===== src/include/vipl_params.svh =====
// Field positions, widths and reset values of the front end control dword.
`ifndef VIPL_PARAMS_SVH
`define VIPL_PARAMS_SVH
`define VIPL_FIXED_RES_BIT    26
`define VIPL_PRESENCE_HI      25
`define VIPL_PRESENCE_LO      24
`define VIPL_RES_SRC_HI       23
`define VIPL_RES_SRC_LO       16
`define VIPL_WO_REG_HI        12
`define VIPL_WO_REG_LO        8
`define VIPL_RES_REG_HI       4
`define VIPL_RES_REG_LO       0
`define VIPL_RSVD_MASK        32'hF800_E0E0
`define VIPL_RES_SRC_ALIGN    8'h07
`define VIPL_DWORD_RESET      32'h0000_0000
`define VIPL_CODE_NO_VECTORS  2'h0
`define VIPL_CODE_NO_WO       2'h1
`define VIPL_CODE_RESERVED    2'h2
`define VIPL_CODE_BOTH        2'h3
`endif


===== src/include/vipl_pkg.sv =====
// Types shared by the indirect payload layout decoder.
package vipl_pkg;
  typedef enum logic [1:0] {
    VIPL_INVERSE_TRANSFORM_DECODE_MODE,
    VIPL_MOTION_COMP_DECODE_MODE,
    VIPL_ALT_CODEC_TRANSFORM_MODE,
    VIPL_OTHER_MODE
  } vipl_mode_e;

  typedef enum logic [1:0] {
    VIPL_NO_VECTORS_LAYOUT,
    VIPL_NO_WEIGHT_OFFSET_LAYOUT,
    VIPL_LAYOUT_RESERVED,
    VIPL_BOTH_LAYOUT
  } vipl_layout_e;
endpackage : vipl_pkg


===== src/verilog/vipl_layout_dec.sv =====
// Decoder of the front end control dword into indirect payload layout.
`timescale 1ns/1ns
`include "vipl_params.svh"
// Function
// - Flag clear: residual packed right after vector and weight/offset blocks.
// - Flag set: residual fetched at fixed residual source offset.
// - Presence code: 00 none, 01 vectors only, 11 both, 10 reserved.
// - Bits 23:16 are the fixed residual distance in dwords.
// - Weight/offset lands at register offset bits 12:8.
// - Weight/offset offset ignored when vector size is zero.
// - Inter residual lands at register offset bits 4:0.
// - Zero vector size: residual at first indirect register.
module vipl_layout_dec
  import vipl_pkg::*;
(
  input  wire logic        clk_sys,
  input  wire logic        rst,
  input  wire logic        dword_valid,
  input  wire logic [31:0] ctrl_dword,
  input  wire vipl_mode_e  front_end_decode_mode,
  input  wire logic        mb_valid,
  input  wire logic [7:0]  vector_block_size,
  input  wire logic [7:0]  vec_wo_dw,
  output logic             fixed_res_r,
  output vipl_layout_e     layout_r,
  output logic             vectors_present_r,
  output logic             wo_present_r,
  output logic [7:0]       res_src_dw_r,
  output logic [4:0]       wo_reg_cfg_r,
  output logic [4:0]       res_reg_cfg_r,
  output logic             mbz_error_r,
  output logic             place_valid_r,
  output logic             wo_use_r,
  output logic [4:0]       wo_reg_r,
  output logic [4:0]       res_reg_r,
  output logic [7:0]       res_fetch_dw_r
);
  logic         fixed_res_nxt;
  vipl_layout_e layout_nxt;
  logic         vectors_present_nxt;
  logic         wo_present_nxt;
  logic [7:0]   res_src_dw_nxt;
  logic [4:0]   wo_reg_cfg_nxt;
  logic [4:0]   res_reg_cfg_nxt;
  logic         mbz_error_nxt;
  logic         place_valid_nxt;
  logic         wo_use_nxt;
  logic [4:0]   wo_reg_nxt;
  logic [4:0]   res_reg_nxt;
  logic [7:0]   res_fetch_dw_nxt;
  logic         p_wo_use;
  logic [4:0]   p_wo_reg;
  logic [4:0]   p_res_reg;
  logic [7:0]   p_fetch;
  logic         bad;

  vipl_mb_place u_place (
    .fixed_res         (fixed_res_r),
    .res_src_dw        (res_src_dw_r),
    .wo_reg            (wo_reg_cfg_r),
    .res_reg           (res_reg_cfg_r),
    .vector_block_size (vector_block_size),
    .vec_wo_dw         (vec_wo_dw),
    .wo_use            (p_wo_use),
    .wo_reg_out        (p_wo_reg),
    .res_reg_out       (p_res_reg),
    .res_fetch_dw      (p_fetch)
  );

  // Configuration capture from the state command.
  always_comb begin
    fixed_res_nxt       = fixed_res_r;
    layout_nxt          = layout_r;
    vectors_present_nxt = vectors_present_r;
    wo_present_nxt      = wo_present_r;
    res_src_dw_nxt      = res_src_dw_r;
    wo_reg_cfg_nxt      = wo_reg_cfg_r;
    res_reg_cfg_nxt     = res_reg_cfg_r;
    mbz_error_nxt       = mbz_error_r;
    bad                 = 1'b0;
    if (dword_valid) begin
      if (front_end_decode_mode == VIPL_ALT_CODEC_TRANSFORM_MODE) begin
        bad = (ctrl_dword != 32'h0000_0000);
        fixed_res_nxt       = 1'b0;
        layout_nxt          = VIPL_NO_VECTORS_LAYOUT;
        vectors_present_nxt = 1'b0;
        wo_present_nxt      = 1'b0;
        res_src_dw_nxt      = 8'h00;
        wo_reg_cfg_nxt      = 5'h00;
        res_reg_cfg_nxt     = 5'h00;
      end else begin
        bad = ((ctrl_dword & `VIPL_RSVD_MASK) != 32'h0000_0000);
        fixed_res_nxt = ctrl_dword[`VIPL_FIXED_RES_BIT];
        if (front_end_decode_mode == VIPL_MOTION_COMP_DECODE_MODE &&
            !ctrl_dword[`VIPL_FIXED_RES_BIT]) begin
          bad = 1'b1;
        end
        layout_nxt = vipl_layout_e'(ctrl_dword[`VIPL_PRESENCE_HI:`VIPL_PRESENCE_LO]);
        vectors_present_nxt = ctrl_dword[`VIPL_PRESENCE_LO];
        wo_present_nxt = (ctrl_dword[`VIPL_PRESENCE_HI:`VIPL_PRESENCE_LO] == `VIPL_CODE_BOTH);
        if (ctrl_dword[`VIPL_PRESENCE_HI:`VIPL_PRESENCE_LO] == `VIPL_CODE_RESERVED) begin
          bad = 1'b1;
        end
        res_src_dw_nxt = ctrl_dword[`VIPL_RES_SRC_HI:`VIPL_RES_SRC_LO];
        if ((res_src_dw_nxt & `VIPL_RES_SRC_ALIGN) != 8'h00) begin
          bad = 1'b1;
        end
        if (!fixed_res_nxt && res_src_dw_nxt != 8'h00) begin
          bad = 1'b1;
        end
        wo_reg_cfg_nxt  = ctrl_dword[`VIPL_WO_REG_HI:`VIPL_WO_REG_LO];
        res_reg_cfg_nxt = ctrl_dword[`VIPL_RES_REG_HI:`VIPL_RES_REG_LO];
        if (ctrl_dword[`VIPL_PRESENCE_HI:`VIPL_PRESENCE_LO] == `VIPL_CODE_NO_VECTORS &&
            (wo_reg_cfg_nxt != 5'h00 || res_reg_cfg_nxt != 5'h00)) begin
          bad = 1'b1;
        end
        if (res_reg_cfg_nxt < wo_reg_cfg_nxt && wo_present_nxt) begin
          bad = 1'b1;
        end
      end
      mbz_error_nxt = bad;
    end
  end

  // Per-macroblock placement, registered one cycle after mb_valid.
  always_comb begin
    place_valid_nxt  = mb_valid;
    wo_use_nxt       = wo_use_r;
    wo_reg_nxt       = wo_reg_r;
    res_reg_nxt      = res_reg_r;
    res_fetch_dw_nxt = res_fetch_dw_r;
    if (mb_valid) begin
      wo_use_nxt       = p_wo_use && wo_present_r;
      wo_reg_nxt       = wo_present_r ? p_wo_reg : 5'h00;
      res_reg_nxt      = p_res_reg;
      res_fetch_dw_nxt = p_fetch;
    end
  end

  always_ff @(posedge clk_sys) begin
    if (rst) begin
      fixed_res_r       <= 1'b0;
      layout_r          <= VIPL_NO_VECTORS_LAYOUT;
      vectors_present_r <= 1'b0;
      wo_present_r      <= 1'b0;
      res_src_dw_r      <= 8'h00;
      wo_reg_cfg_r      <= 5'h00;
      res_reg_cfg_r     <= 5'h00;
      mbz_error_r       <= 1'b0;
      place_valid_r     <= 1'b0;
      wo_use_r          <= 1'b0;
      wo_reg_r          <= 5'h00;
      res_reg_r         <= 5'h00;
      res_fetch_dw_r    <= 8'h00;
    end else begin
      fixed_res_r       <= fixed_res_nxt;
      layout_r          <= layout_nxt;
      vectors_present_r <= vectors_present_nxt;
      wo_present_r      <= wo_present_nxt;
      res_src_dw_r      <= res_src_dw_nxt;
      wo_reg_cfg_r      <= wo_reg_cfg_nxt;
      res_reg_cfg_r     <= res_reg_cfg_nxt;
      mbz_error_r       <= mbz_error_nxt;
      place_valid_r     <= place_valid_nxt;
      wo_use_r          <= wo_use_nxt;
      wo_reg_r          <= wo_reg_nxt;
      res_reg_r         <= res_reg_nxt;
      res_fetch_dw_r    <= res_fetch_dw_nxt;
    end
  end

  chk_fixed_fetch: assert property (
    @(posedge clk_sys) disable iff (rst)
    mb_valid && fixed_res_r && !dword_valid |=> res_fetch_dw_r == $past(res_src_dw_r))
    else $error("fixed residual fetch offset wrong");
  chk_packed_fetch: assert property (
    @(posedge clk_sys) disable iff (rst)
    mb_valid && !fixed_res_r |=> res_fetch_dw_r == $past(vec_wo_dw))
    else $error("packed residual fetch offset wrong");
  chk_intra_res: assert property (
    @(posedge clk_sys) disable iff (rst)
    mb_valid && vector_block_size == 8'h00 |=> res_reg_r == 5'h00 && !wo_use_r)
    else $error("intra residual not at first register");
  chk_inter_res: assert property (
    @(posedge clk_sys) disable iff (rst)
    mb_valid && vector_block_size != 8'h00 |=> res_reg_r == $past(res_reg_cfg_r))
    else $error("inter residual register wrong");
  chk_wo_place: assert property (
    @(posedge clk_sys) disable iff (rst)
    mb_valid && vector_block_size != 8'h00 && wo_present_r
      |=> wo_use_r && wo_reg_r == $past(wo_reg_cfg_r))
    else $error("weight offset register wrong");
  chk_wo_ignore: assert property (
    @(posedge clk_sys) disable iff (rst)
    mb_valid && vector_block_size == 8'h00 |=> wo_reg_r == 5'h00)
    else $error("weight offset used for intra block");
  chk_presence_code: assert property (
    @(posedge clk_sys) disable iff (rst)
    dword_valid && front_end_decode_mode != VIPL_ALT_CODEC_TRANSFORM_MODE
      |=> vectors_present_r == $past(ctrl_dword[24])
          && wo_present_r == ($past(ctrl_dword[25:24]) == 2'h3))
    else $error("presence code decode wrong");
  chk_src_field: assert property (
    @(posedge clk_sys) disable iff (rst)
    dword_valid && front_end_decode_mode != VIPL_ALT_CODEC_TRANSFORM_MODE
      |=> res_src_dw_r == $past(ctrl_dword[23:16]))
    else $error("residual source offset not captured");
  chk_rsvd_flag: assert property (
    @(posedge clk_sys) disable iff (rst)
    dword_valid && (ctrl_dword & 32'hF800_E0E0) != 32'h0 |=> mbz_error_r)
    else $error("reserved bits not flagged");
endmodule : vipl_layout_dec


===== src/verilog/vipl_mb_place.sv =====
// Per-macroblock placement of weight/offset and residual data.
`timescale 1ns/1ns
module vipl_mb_place
  import vipl_pkg::*;
(
  input  wire logic       fixed_res,
  input  wire logic [7:0] res_src_dw,
  input  wire logic [4:0] wo_reg,
  input  wire logic [4:0] res_reg,
  input  wire logic [7:0] vector_block_size,
  input  wire logic [7:0] vec_wo_dw,
  output logic            wo_use,
  output logic [4:0]      wo_reg_out,
  output logic [4:0]      res_reg_out,
  output logic [7:0]      res_fetch_dw
);
  logic inter_mb;

  assign inter_mb = (vector_block_size != 8'h00);

  always_comb begin
    wo_use     = inter_mb;
    wo_reg_out = inter_mb ? wo_reg : 5'h00;
    res_reg_out = res_reg;
    if (!inter_mb) begin
      res_reg_out = 5'h00;
    end
    if (fixed_res) begin
      res_fetch_dw = res_src_dw;
    end else begin
      res_fetch_dw = vec_wo_dw;
    end
  end
endmodule : vipl_mb_place


===== config.mk =====
export PLATFORM = sky130hd
export DESIGN_NAME = vipl_layout_dec
export DESIGN_NICKNAME = d
export VERILOG_FILES = /design/src/include/vipl_pkg.sv /design/src/verilog/vipl_layout_dec.sv /design/src/verilog/vipl_mb_place.sv
export VERILOG_INCLUDE_DIRS = /design/src /design/src/include
export SDC_FILE = /design/constraint.sdc
export NUM_CORES = 1
export LEC_CHECK = 0
export BUFFER_PORTS_ARGS = -buffer_cell sky130_fd_sc_hd__buf_2
export CORE_AREA = 2 2 73 75
export CTS_CLUSTER_DIAMETER = 30
export DETAILED_ROUTE_END_ITERATION = 12
export DIE_AREA = 0 0 75 77
export HOLD_SLACK_MARGIN = 0.05
export PLACE_DENSITY = 0.7
export SLEW_MARGIN = 20
export SYNTH_ARGS = -nofsm -noshare
export SYNTH_HDL_FRONTEND = slang
export SYNTH_SLANG_ARGS = --single-unit

===== constraint.sdc =====
create_clock -name clk_sys -period 2.1 [get_ports clk_sys]
set_input_delay 0.21 -clock clk_sys [delete_from_list [all_inputs] [get_ports clk_sys]]
set_output_delay 0.21 -clock clk_sys [all_outputs]
set_load 0.03 [all_outputs]

# After elaboration in Yosys (flattened, before gate mapping)
# Index checks and enable logic that the tools add are counted.
# word_totals
input_bits	54
wordCells	51
out_inout_bits	44
regBits	44
# op_classes
muxes	18
magnitude_cmp	1
eq_ne	4
n_reduce_logical	15
# op_table
cell	count
32-bit nonzero test	2
5-bit 2-to-1 mux	5
8-bit nonzero test	3
8-bit 2-to-1 mux	2
1-bit 2-to-1 mux	10
5-bit nonzero test	2
2-bit equality test, second input constant	3
1-bit logical AND	5
5-bit < comparator	1
2-bit by 1-bit equality test with 1-bit output, second input constant	1
2-bit zero test	1
2-bit 2-to-1 mux	1
1-bit zero test	1
1-bit logical OR	1

# Logic depth before layout (Yosys ltp)
# Gate-level depths: netlist of run 1.
# logic_depth
word_depth	9
depth_mapped	7
mapped_depth_nobuf	7

# Hierarchy
# From an unflattened synthesis of run 1, not the netlist that was laid out.
# unflattened
cells_unflattened	233
hier_area_um2	2113.3
# by_module_without_submodules
mod	area_per_inst_um2	seq_area_each_um2	instances	cells_each
vipl_layout_dec	1859.3	860.8	1	209
vipl_mb_place	254.0	0.0	1	24

# Least setup slack after synthesis of run 1
# Ideal clock, no wire load.
# synth_timing
kind	input port to flip-flop
startpoint	input ctrl_dword[21]
endpoint	register mbz_error_r
arrival_ps	1219
setup_time_ps	130
path_stages	5
t_required_ps	1970
path_slack_ps	752
n_path_buf	0
cell_sequence	or4_4 -> nor2_4 -> a31oi_1 -> nor4_2 -> o32ai_1
# synth_between
elab_chain_cells	6
word_cells_on_any_way	7
cone_classes	4 x mux; 3 x reduce/logical
# synth_lines
item	line	source
start: declaration	vipl_layout_dec.sv:19	input wire logic [31:0] ctrl_dword,
8-bit nonzero test	vipl_layout_dec.sv:108	if (!fixed_res_nxt && res_src_dw_nxt != 8'h00) begin
1-bit logical AND	vipl_layout_dec.sv:108	
1-bit 2-to-1 mux	vipl_layout_dec.sv:108	
1-bit 2-to-1 mux	vipl_layout_dec.sv:113	if (ctrl_dword[`VIPL_PRESENCE_HI:`VIPL_PRESENCE_LO] == `VIPL_CODE_NO_VECTORS &&
1-bit 2-to-1 mux	vipl_layout_dec.sv:117	if (res_reg_cfg_nxt < wo_reg_cfg_nxt && wo_present_nxt) begin
1-bit 2-to-1 mux (*)	vipl_layout_dec.sv:82	if (front_end_decode_mode == VIPL_ALT_CODEC_TRANSFORM_MODE) begin
end signal: assignment	vipl_layout_dec.sv:163	mbz_error_r <= mbz_error_nxt;
end: declaration	vipl_layout_dec.sv:31	output logic mbz_error_r,
# Every way passes the cells marked *; elsewhere a longest branch is shown, timed or not.
# A chain may end at the register's enable or synchronous reset.

# Final worst setup path of run 1
# layout_timing
startpoint	register fixed_res_r
endpoint	output fixed_res_r
# layout_lines
item	line	source
start: declaration	vipl_layout_dec.sv:24	output logic fixed_res_r,
start signal: assignment	vipl_layout_dec.sv:156	fixed_res_r <= fixed_res_nxt;
# No word-level cell between the ends.

==> qor.yml, run 1 <==
drive_above_1_share_pct: 37.25
clkLatencyLatePin_ns: 0.29
max_freq_mhz: 678.8
max-cap-violations: 0
p_leak_nw: 1.136
ys_seq_elements: 43
dr.pass1.iters: 4
powerDensity_mw_per_mm2: 703.2
dp_hpwl_mm: 3.663
netlist_instances: 217
fp.dieW_um: 75
whs_ns: 0.2012
cp_max_fo: 10
synth.most_common_cell: "dfxtp_1"
synth-edff-count: 0
reg2reg_from: "fixed_res_r"
tightest_slew_ns: 0.6662
clock_sinks: 43
final_nets: 363
numCtsBuffers: 5
path_cells: "buf_2"
postRouteAntennaNets: 0
tns_ns: 0
row_count: 26
syn_area_mm2: 0.001918
hold_class: "primary input to flop"
routed_wl_mm: 4.916
cts_tree: "done"
io_pins: 98
hold_violations: 0
drc: 0
cts-htree-levels: 2
end_kind: "output port"
crit_path_start_kind: "flop"
wl_per_cell_um: 13.07
drv_slew: 0
cts-hold-fix-buffers: 0
grt_max_degree: 47
clockBufferDepth: 2
area_growth_pct: 30.53
n_antenna_cell: 0
yosysTopAreaCell: "dfxtp_1"
critPathTopFamily: "flip-flops"
netlist.area_leader.share_pct: 44.88
crit_start: "fixed_res_r"
dieArea_mm2: 0.005775
cp.required_ns: 1.89
crit_cells: 1
r2r.worst_path.cells: 2
worst_path_max_delay_cell: "dfxtp_1"
antenna_found_initial: 0
core_area_mm2: 0.004977
post_cts_buffers: 0
setup_viol_count_final: 0
arrival_ns: 1.26
synth_cell_types: 35
cts.repair.resized: 0
io_buffers: 97
period_minus_slack_ns: 1.473
r2r_end: "res_fetch_dw_r[0]"
synth_warnings: 0
grt_pass1_wl_mm: 7.872
drt_iter0_markers: 49
place_congestion: 0.7853
finalPower_mw: 1.761
ir_drop_uv: 241.7
max_stage_delay_ns: 0.67
synth_area_leaders: "dfxtp_1 (45%), nand2b_1 (7.5%), a21oi_1 (6.5%)"
cp_num_buf_inv: 1
syn-num-nets: 275
crit_type: "flop to output port"
via_count: 1839
root_buffer: "clkbuf_8"
grt_pass1_vias: 1654
synth-main-ff-cell: "dfxtp_1"
maxSlewHeadroom_pct: 55.59
die_h_um: 77
ys_seq_area_share_pct: 44.88
async_flop_share_pct: 0
rsz0062_at_grt: "false"
vias_per_cell: 4.891
syn_area_per_cell_um2: 8.839
reg2reg_slack_ns: 0.93
overflow: 0
status: "completed"
endpoint: "fixed_res_r"
final_core_util_pct: 50.30
clk_pin_slew_ns: 0.08
initial_core_util_pct: 38.54
synthTopCellsByCount: "dfxtp_1 (43), a21oi_1 (25), nand2b_1 (23), nand3_1 (22), nor2_1 (21)"
skew_ns: 0.002270
period_share_pct: 70.15
grt_use_total_pct: 17.54
==> layer usage <==
layer  track usage (%)  wire [um]
met5                 0          0
met4             6.071         70
met3             4.993        246
met2             27.63       2337
met1             22.57       2262
==> final cells by class <==
cell class                      instances  area (um2)
Timing Repair Buffer                  100       508.0
Clock buffer                            8       100.1
Sequential cell                        43       860.8
Fill cell                             521        2474
Tap cell                               70       87.58
Multi-Input combinational cell        149       924.6
Inverter                                6       22.52
==> logic make-up after synthesis <==
logic type	share of synthesized area, %
AND/OR/NAND/NOR	26.35
AO/OA/AOI/OAI	15.07
flip-flops	44.88
buffers and inverters	6.914
multiplexers	4.175
adder cells (fa/ha/maj)	2.609
==> layout by cell type, fill, tap and decap left out, types with 7 or more instances in the layout <==
master and instances:
mux2i_1 8, nor2_1 21, a211oi_1 8, dfxtp_1 43, nand2b_1 23, nand3_1 22, clkbuf_8 7, a21oi_1 25
buf_2 97, a22oi_1 10
==> through the flow <==
stage	setup slack, ns	instances	area (um2)
after global routing	0.5520	376	2504
after CTS	0.5960	376	2504
after floorplan	0.7517	217	1918
after detailed placement	0.5146	368	2404
final	0.6269	376	2504
after global placement	0.5721	368	2404
==> where the power goes <==
| part | internal [mW] | switching [mW] | total (mW) |
|---|---|---|---|
| Clock | 0.300 | 0.268 | 0.568 |
| Sequential | 0.853 | 0.0266 | 0.880 |
| Combinational | 0.117 | 0.196 | 0.313 |
==> state kept, by name, summed over array words and instances, names as in the netlist <==
| register | cells |
|---|---|
| mbz_error_r | 1 |
| wo_reg_cfg_r | 5 |
| res_src_dw_r | 8 |
| res_reg_cfg_r | 5 |
| wo_reg_r | 5 |
| res_reg_r | 5 |
| fixed_res_r | 1 |
| wo_use_r | 1 |
| layout_r | 2 |
| wo_present_r | 1 |
| place_valid_r | 1 |
| res_fetch_dw_r | 8 |
==> worst min path at each step <==
| stage | endpoint | startpoint | cells after the start | slack (ns) |
|---|---|---|---|---|
| 2_1_floorplan | layout_r[1] | ctrl_dword[25] | 2 | 0.37 |
| 3_3_place_gp | layout_r[1] | layout_r[1] | 2 | 0.46 |
| 3_5_place_dp | layout_r[1] | layout_r[1] | 2 | 0.46 |
| 4_1_cts | wo_reg_cfg_r[4] | ctrl_dword[12] | 3 | 0.20 |
| 5_1_grt | wo_reg_cfg_r[0] | ctrl_dword[8] | 3 | 0.20 |
| 6_report | wo_reg_cfg_r[4] | ctrl_dword[12] | 3 | 0.20 |
Power figures use the tool's default switching activity.
==> run 2: changes to the inputs <==
--- a/config.mk
+++ b/config.mk
@@ -12,7 +12,7 @@
 export DETAILED_ROUTE_END_ITERATION = 12
 export DIE_AREA = 0 0 75 77
 export HOLD_SLACK_MARGIN = 0.05
-export PLACE_DENSITY = 0.7
+export PLACE_DENSITY = 0.72
 export SLEW_MARGIN = 20
 export SYNTH_ARGS = -nofsm -noshare
 export SYNTH_HDL_FRONTEND = slang
==> constraint.sdc (replaced) <==
create_clock -name clk_sys -period 1.35 [get_ports clk_sys]
set_input_delay 0.135 -clock clk_sys [delete_from_list [all_inputs] [get_ports clk_sys]]
set_output_delay 0.135 -clock clk_sys [all_outputs]
set_load 0.03 [all_outputs]
==> run 2 against run 1 <==
Net effect: core utilization grew 1.8 points; largest power group unchanged; setup slack worse by 0.44 ns; sequential share of layout area decreased by 1.2 points.
==> qor.yml, run 2 (synthesis gave the netlist of run 1 again) <==
io_pins: 98  # unchanged
arrival_ns: 1.32  # +0.06 ns
antenna_found_initial: 0  # unchanged
period_minus_slack_ns: 1.159
cts_tree: "done"
dp_cells: 380  # +3.3%
maxSlewHeadroom_pct: 80.12  # +25 points
die_h_um: 77  # unchanged
n_antenna_cell: 0  # unchanged
post_cts_buffers: 0  # unchanged
p_leak_nw: 1.189  # +4.7%
cts.repair.resized: 0  # unchanged
dieArea_mm2: 0.005775  # unchanged
drc: 0  # unchanged
crit_type: "primary input to flop"
place_congestion: 0.8132  # +3.6%
numCtsBuffers: 5  # unchanged
initial_core_util_pct: 38.54  # unchanged
postRouteAntennaNets: 0  # unchanged
switching_share_pct: 27.97  # +0.12 points
tightest_slew_ns: 0.2962  # -0.3700 ns
cts-htree-levels: 2  # unchanged
skew_ns: 0.002999  # +0.0007284 ns
hold_class: "primary input to flop"
dp_hpwl_mm: 3.771  # +3.0%
p_comb_share_pct: 20.1  # +2.3 points
period_share_pct: 85.84
core_area_mm2: 0.004977  # unchanged
rsz0062_at_grt: "false"
tns_ns: 0  # unchanged
drt_iter0_markers: 61  # +24%
end_kind: "flop"
clockBufferDepth: 2  # unchanged
grt_util_met1_pct: 24.31  # +1.7 points
final_nets: 375  # +3.3%
cts-hold-fix-buffers: 0  # unchanged
overflow: 0  # unchanged
cp.required_ns: 1.51  # -0.38 ns
wl_per_cell_um: 12.65  # -3.2%
clkPwrFrac_pct: 27.7  # -4.6 points
clock_sinks: 43  # unchanged
layout_commonest_cell: "buf_2"
cp_max_fo: 2  # -8
reg.largest.list: "res_fetch_dw_r (8), res_src_dw_r (8)"
crit_path_start_kind: "primary input"
row_count: 26  # unchanged
power.switching_mw: 0.7311  # +49%
setup_viol_count_final: 0  # unchanged
clkLatencyLatePin_ns: 0.28  # about the same
routed_wl_mm: 4.883  # -0.67%
io_buffers: 97  # unchanged
met2_usage_pct: 28.33  # +0.70 points
drive_above_1_share_pct: 39.24  # +2.0 points
grt_pass1_wl_mm: 8.266  # +5.0%
finalPower_mw: 2.614  # +48%
vias_per_cell: 4.839  # -1.1%
internal-power_mw: 1.883  # +48%
drv_slew: 0  # unchanged
grt_max_degree: 47  # unchanged
powerDensity_mw_per_mm2: 1009  # +43%
final_cell_mix: "buf_2 (97), dfxtp_1 (43), a21oi_1 (25)"
hold_violations: 0  # unchanged
grt.met3_usage_pct: 4.205  # -0.79 points
r2r_end: "wo_reg_r[2]"
grt_most_used_layer: "met2"
endpoint: "mbz_error_r"
n_fill_cell: 504  # -3.3%
instances_no_fill: 386  # +2.7%
grt_pass1_vias: 1810  # +9.4%
via_count: 1868  # +1.6%
r2r.worst_path.cells: 3  # +1
clk_pin_slew_ns: 0.07  # about the same
reg2reg_slack_ns: 0.44  # -0.49 ns
status: "completed"
fp.dieW_um: 75  # unchanged
area_growth_pct: 35.09
max_freq_mhz: 863.0
min_path_cells: 3  # unchanged
max-cap-violations: 0  # unchanged
pwr-share-seq_pct: 52.1  # +2.1 points
reg2reg_from: "wo_present_r"
ir_drop_uv: 455.0  # +88%
dr.pass1.iters: 4  # unchanged
crit_start: "ctrl_dword[21]"
grt_use_total_pct: 18.05  # +0.51 points
root_buffer: "clkbuf_8"
==> run 2: cell types whose count changed in the layout (fill, tap and decap cells not counted), sizes merged <==
cell,previous run,this run
buf,100,112
clkbuf,8,6
==> run 2: power by group through the flow <==
| stage | Combinational, mW | Sequential, mW | Clock, mW |
|---|---|---|---|
| after floorplan | 0.199 | 1.51 | 0 |
| after global placement | 0.521 | 1.39 | 0 |
| after detailed placement | 0.527 | 1.39 | 0 |
| after CTS | 0.528 | 1.36 | 0.761 |
| after global routing | 0.581 | 1.37 | 0.808 |
| final | 0.526 | 1.36 | 0.725 |
==> run 2: layout make-up <==
| type | instances | area (um2) | area share (%) |
|---|---|---|---|
| clock buffer | 6 | 72.57 | 2.801 |
| timing repair buffer | 112 | 623.1 | 24.05 |
| sequential | 43 | 860.8 | 33.22 |
| multi-input combinational | 149 | 924.6 | 35.68 |
| tap | 70 | 87.58 | 3.380 |
| inverter | 6 | 22.52 | 0.8691 |
==> run 2: worst max-delay path: stages <==
cell and delay, ns:
buf_2 0.11, or4_4 0.54, nor2_4 0.10, a31oi_1 0.10, nor4_2 0.22, o32ai_1 0.11
==> run 2: per-layer routing <==
metal	vias up	routed length [um]
met1	839	2308
li1	965	-
met2	59	2258
met4	0	63
met3	5	252
met5	-	0
==> run 2: worst min-delay path by stage <==
| stage | startpoint | to | slack (ns) |
|---|---|---|---|
| final | ctrl_dword[12] | wo_reg_cfg_r[4] | 0.14 |
| after global routing | ctrl_dword[12] | wo_reg_cfg_r[4] | 0.15 |
| after CTS | ctrl_dword[19] | res_src_dw_r[3] | 0.13 |
| after detailed placement | ctrl_dword[19] | res_src_dw_r[3] | 0.44 |
| after global placement | ctrl_dword[19] | res_src_dw_r[3] | 0.44 |
| after floorplan | ctrl_dword[25] | layout_r[1] | 0.30 |
==> run 2: per-stage QoR <==
step	worst slack [ns]	hold WS, ns	util, %	area, um2
2_1_floorplan	0.07667	0.2950	-	1918
5_1_grt	0.1066	0.1480	52.06	2591
6_report	0.1912	0.1446	52.06	2591
3_5_place_dp	-0.1067	0.4368	50.60	2519
4_1_cts	0.2040	0.1334	52.06	2591
3_3_place_gp	-0.08225	0.4353	50.60	2519
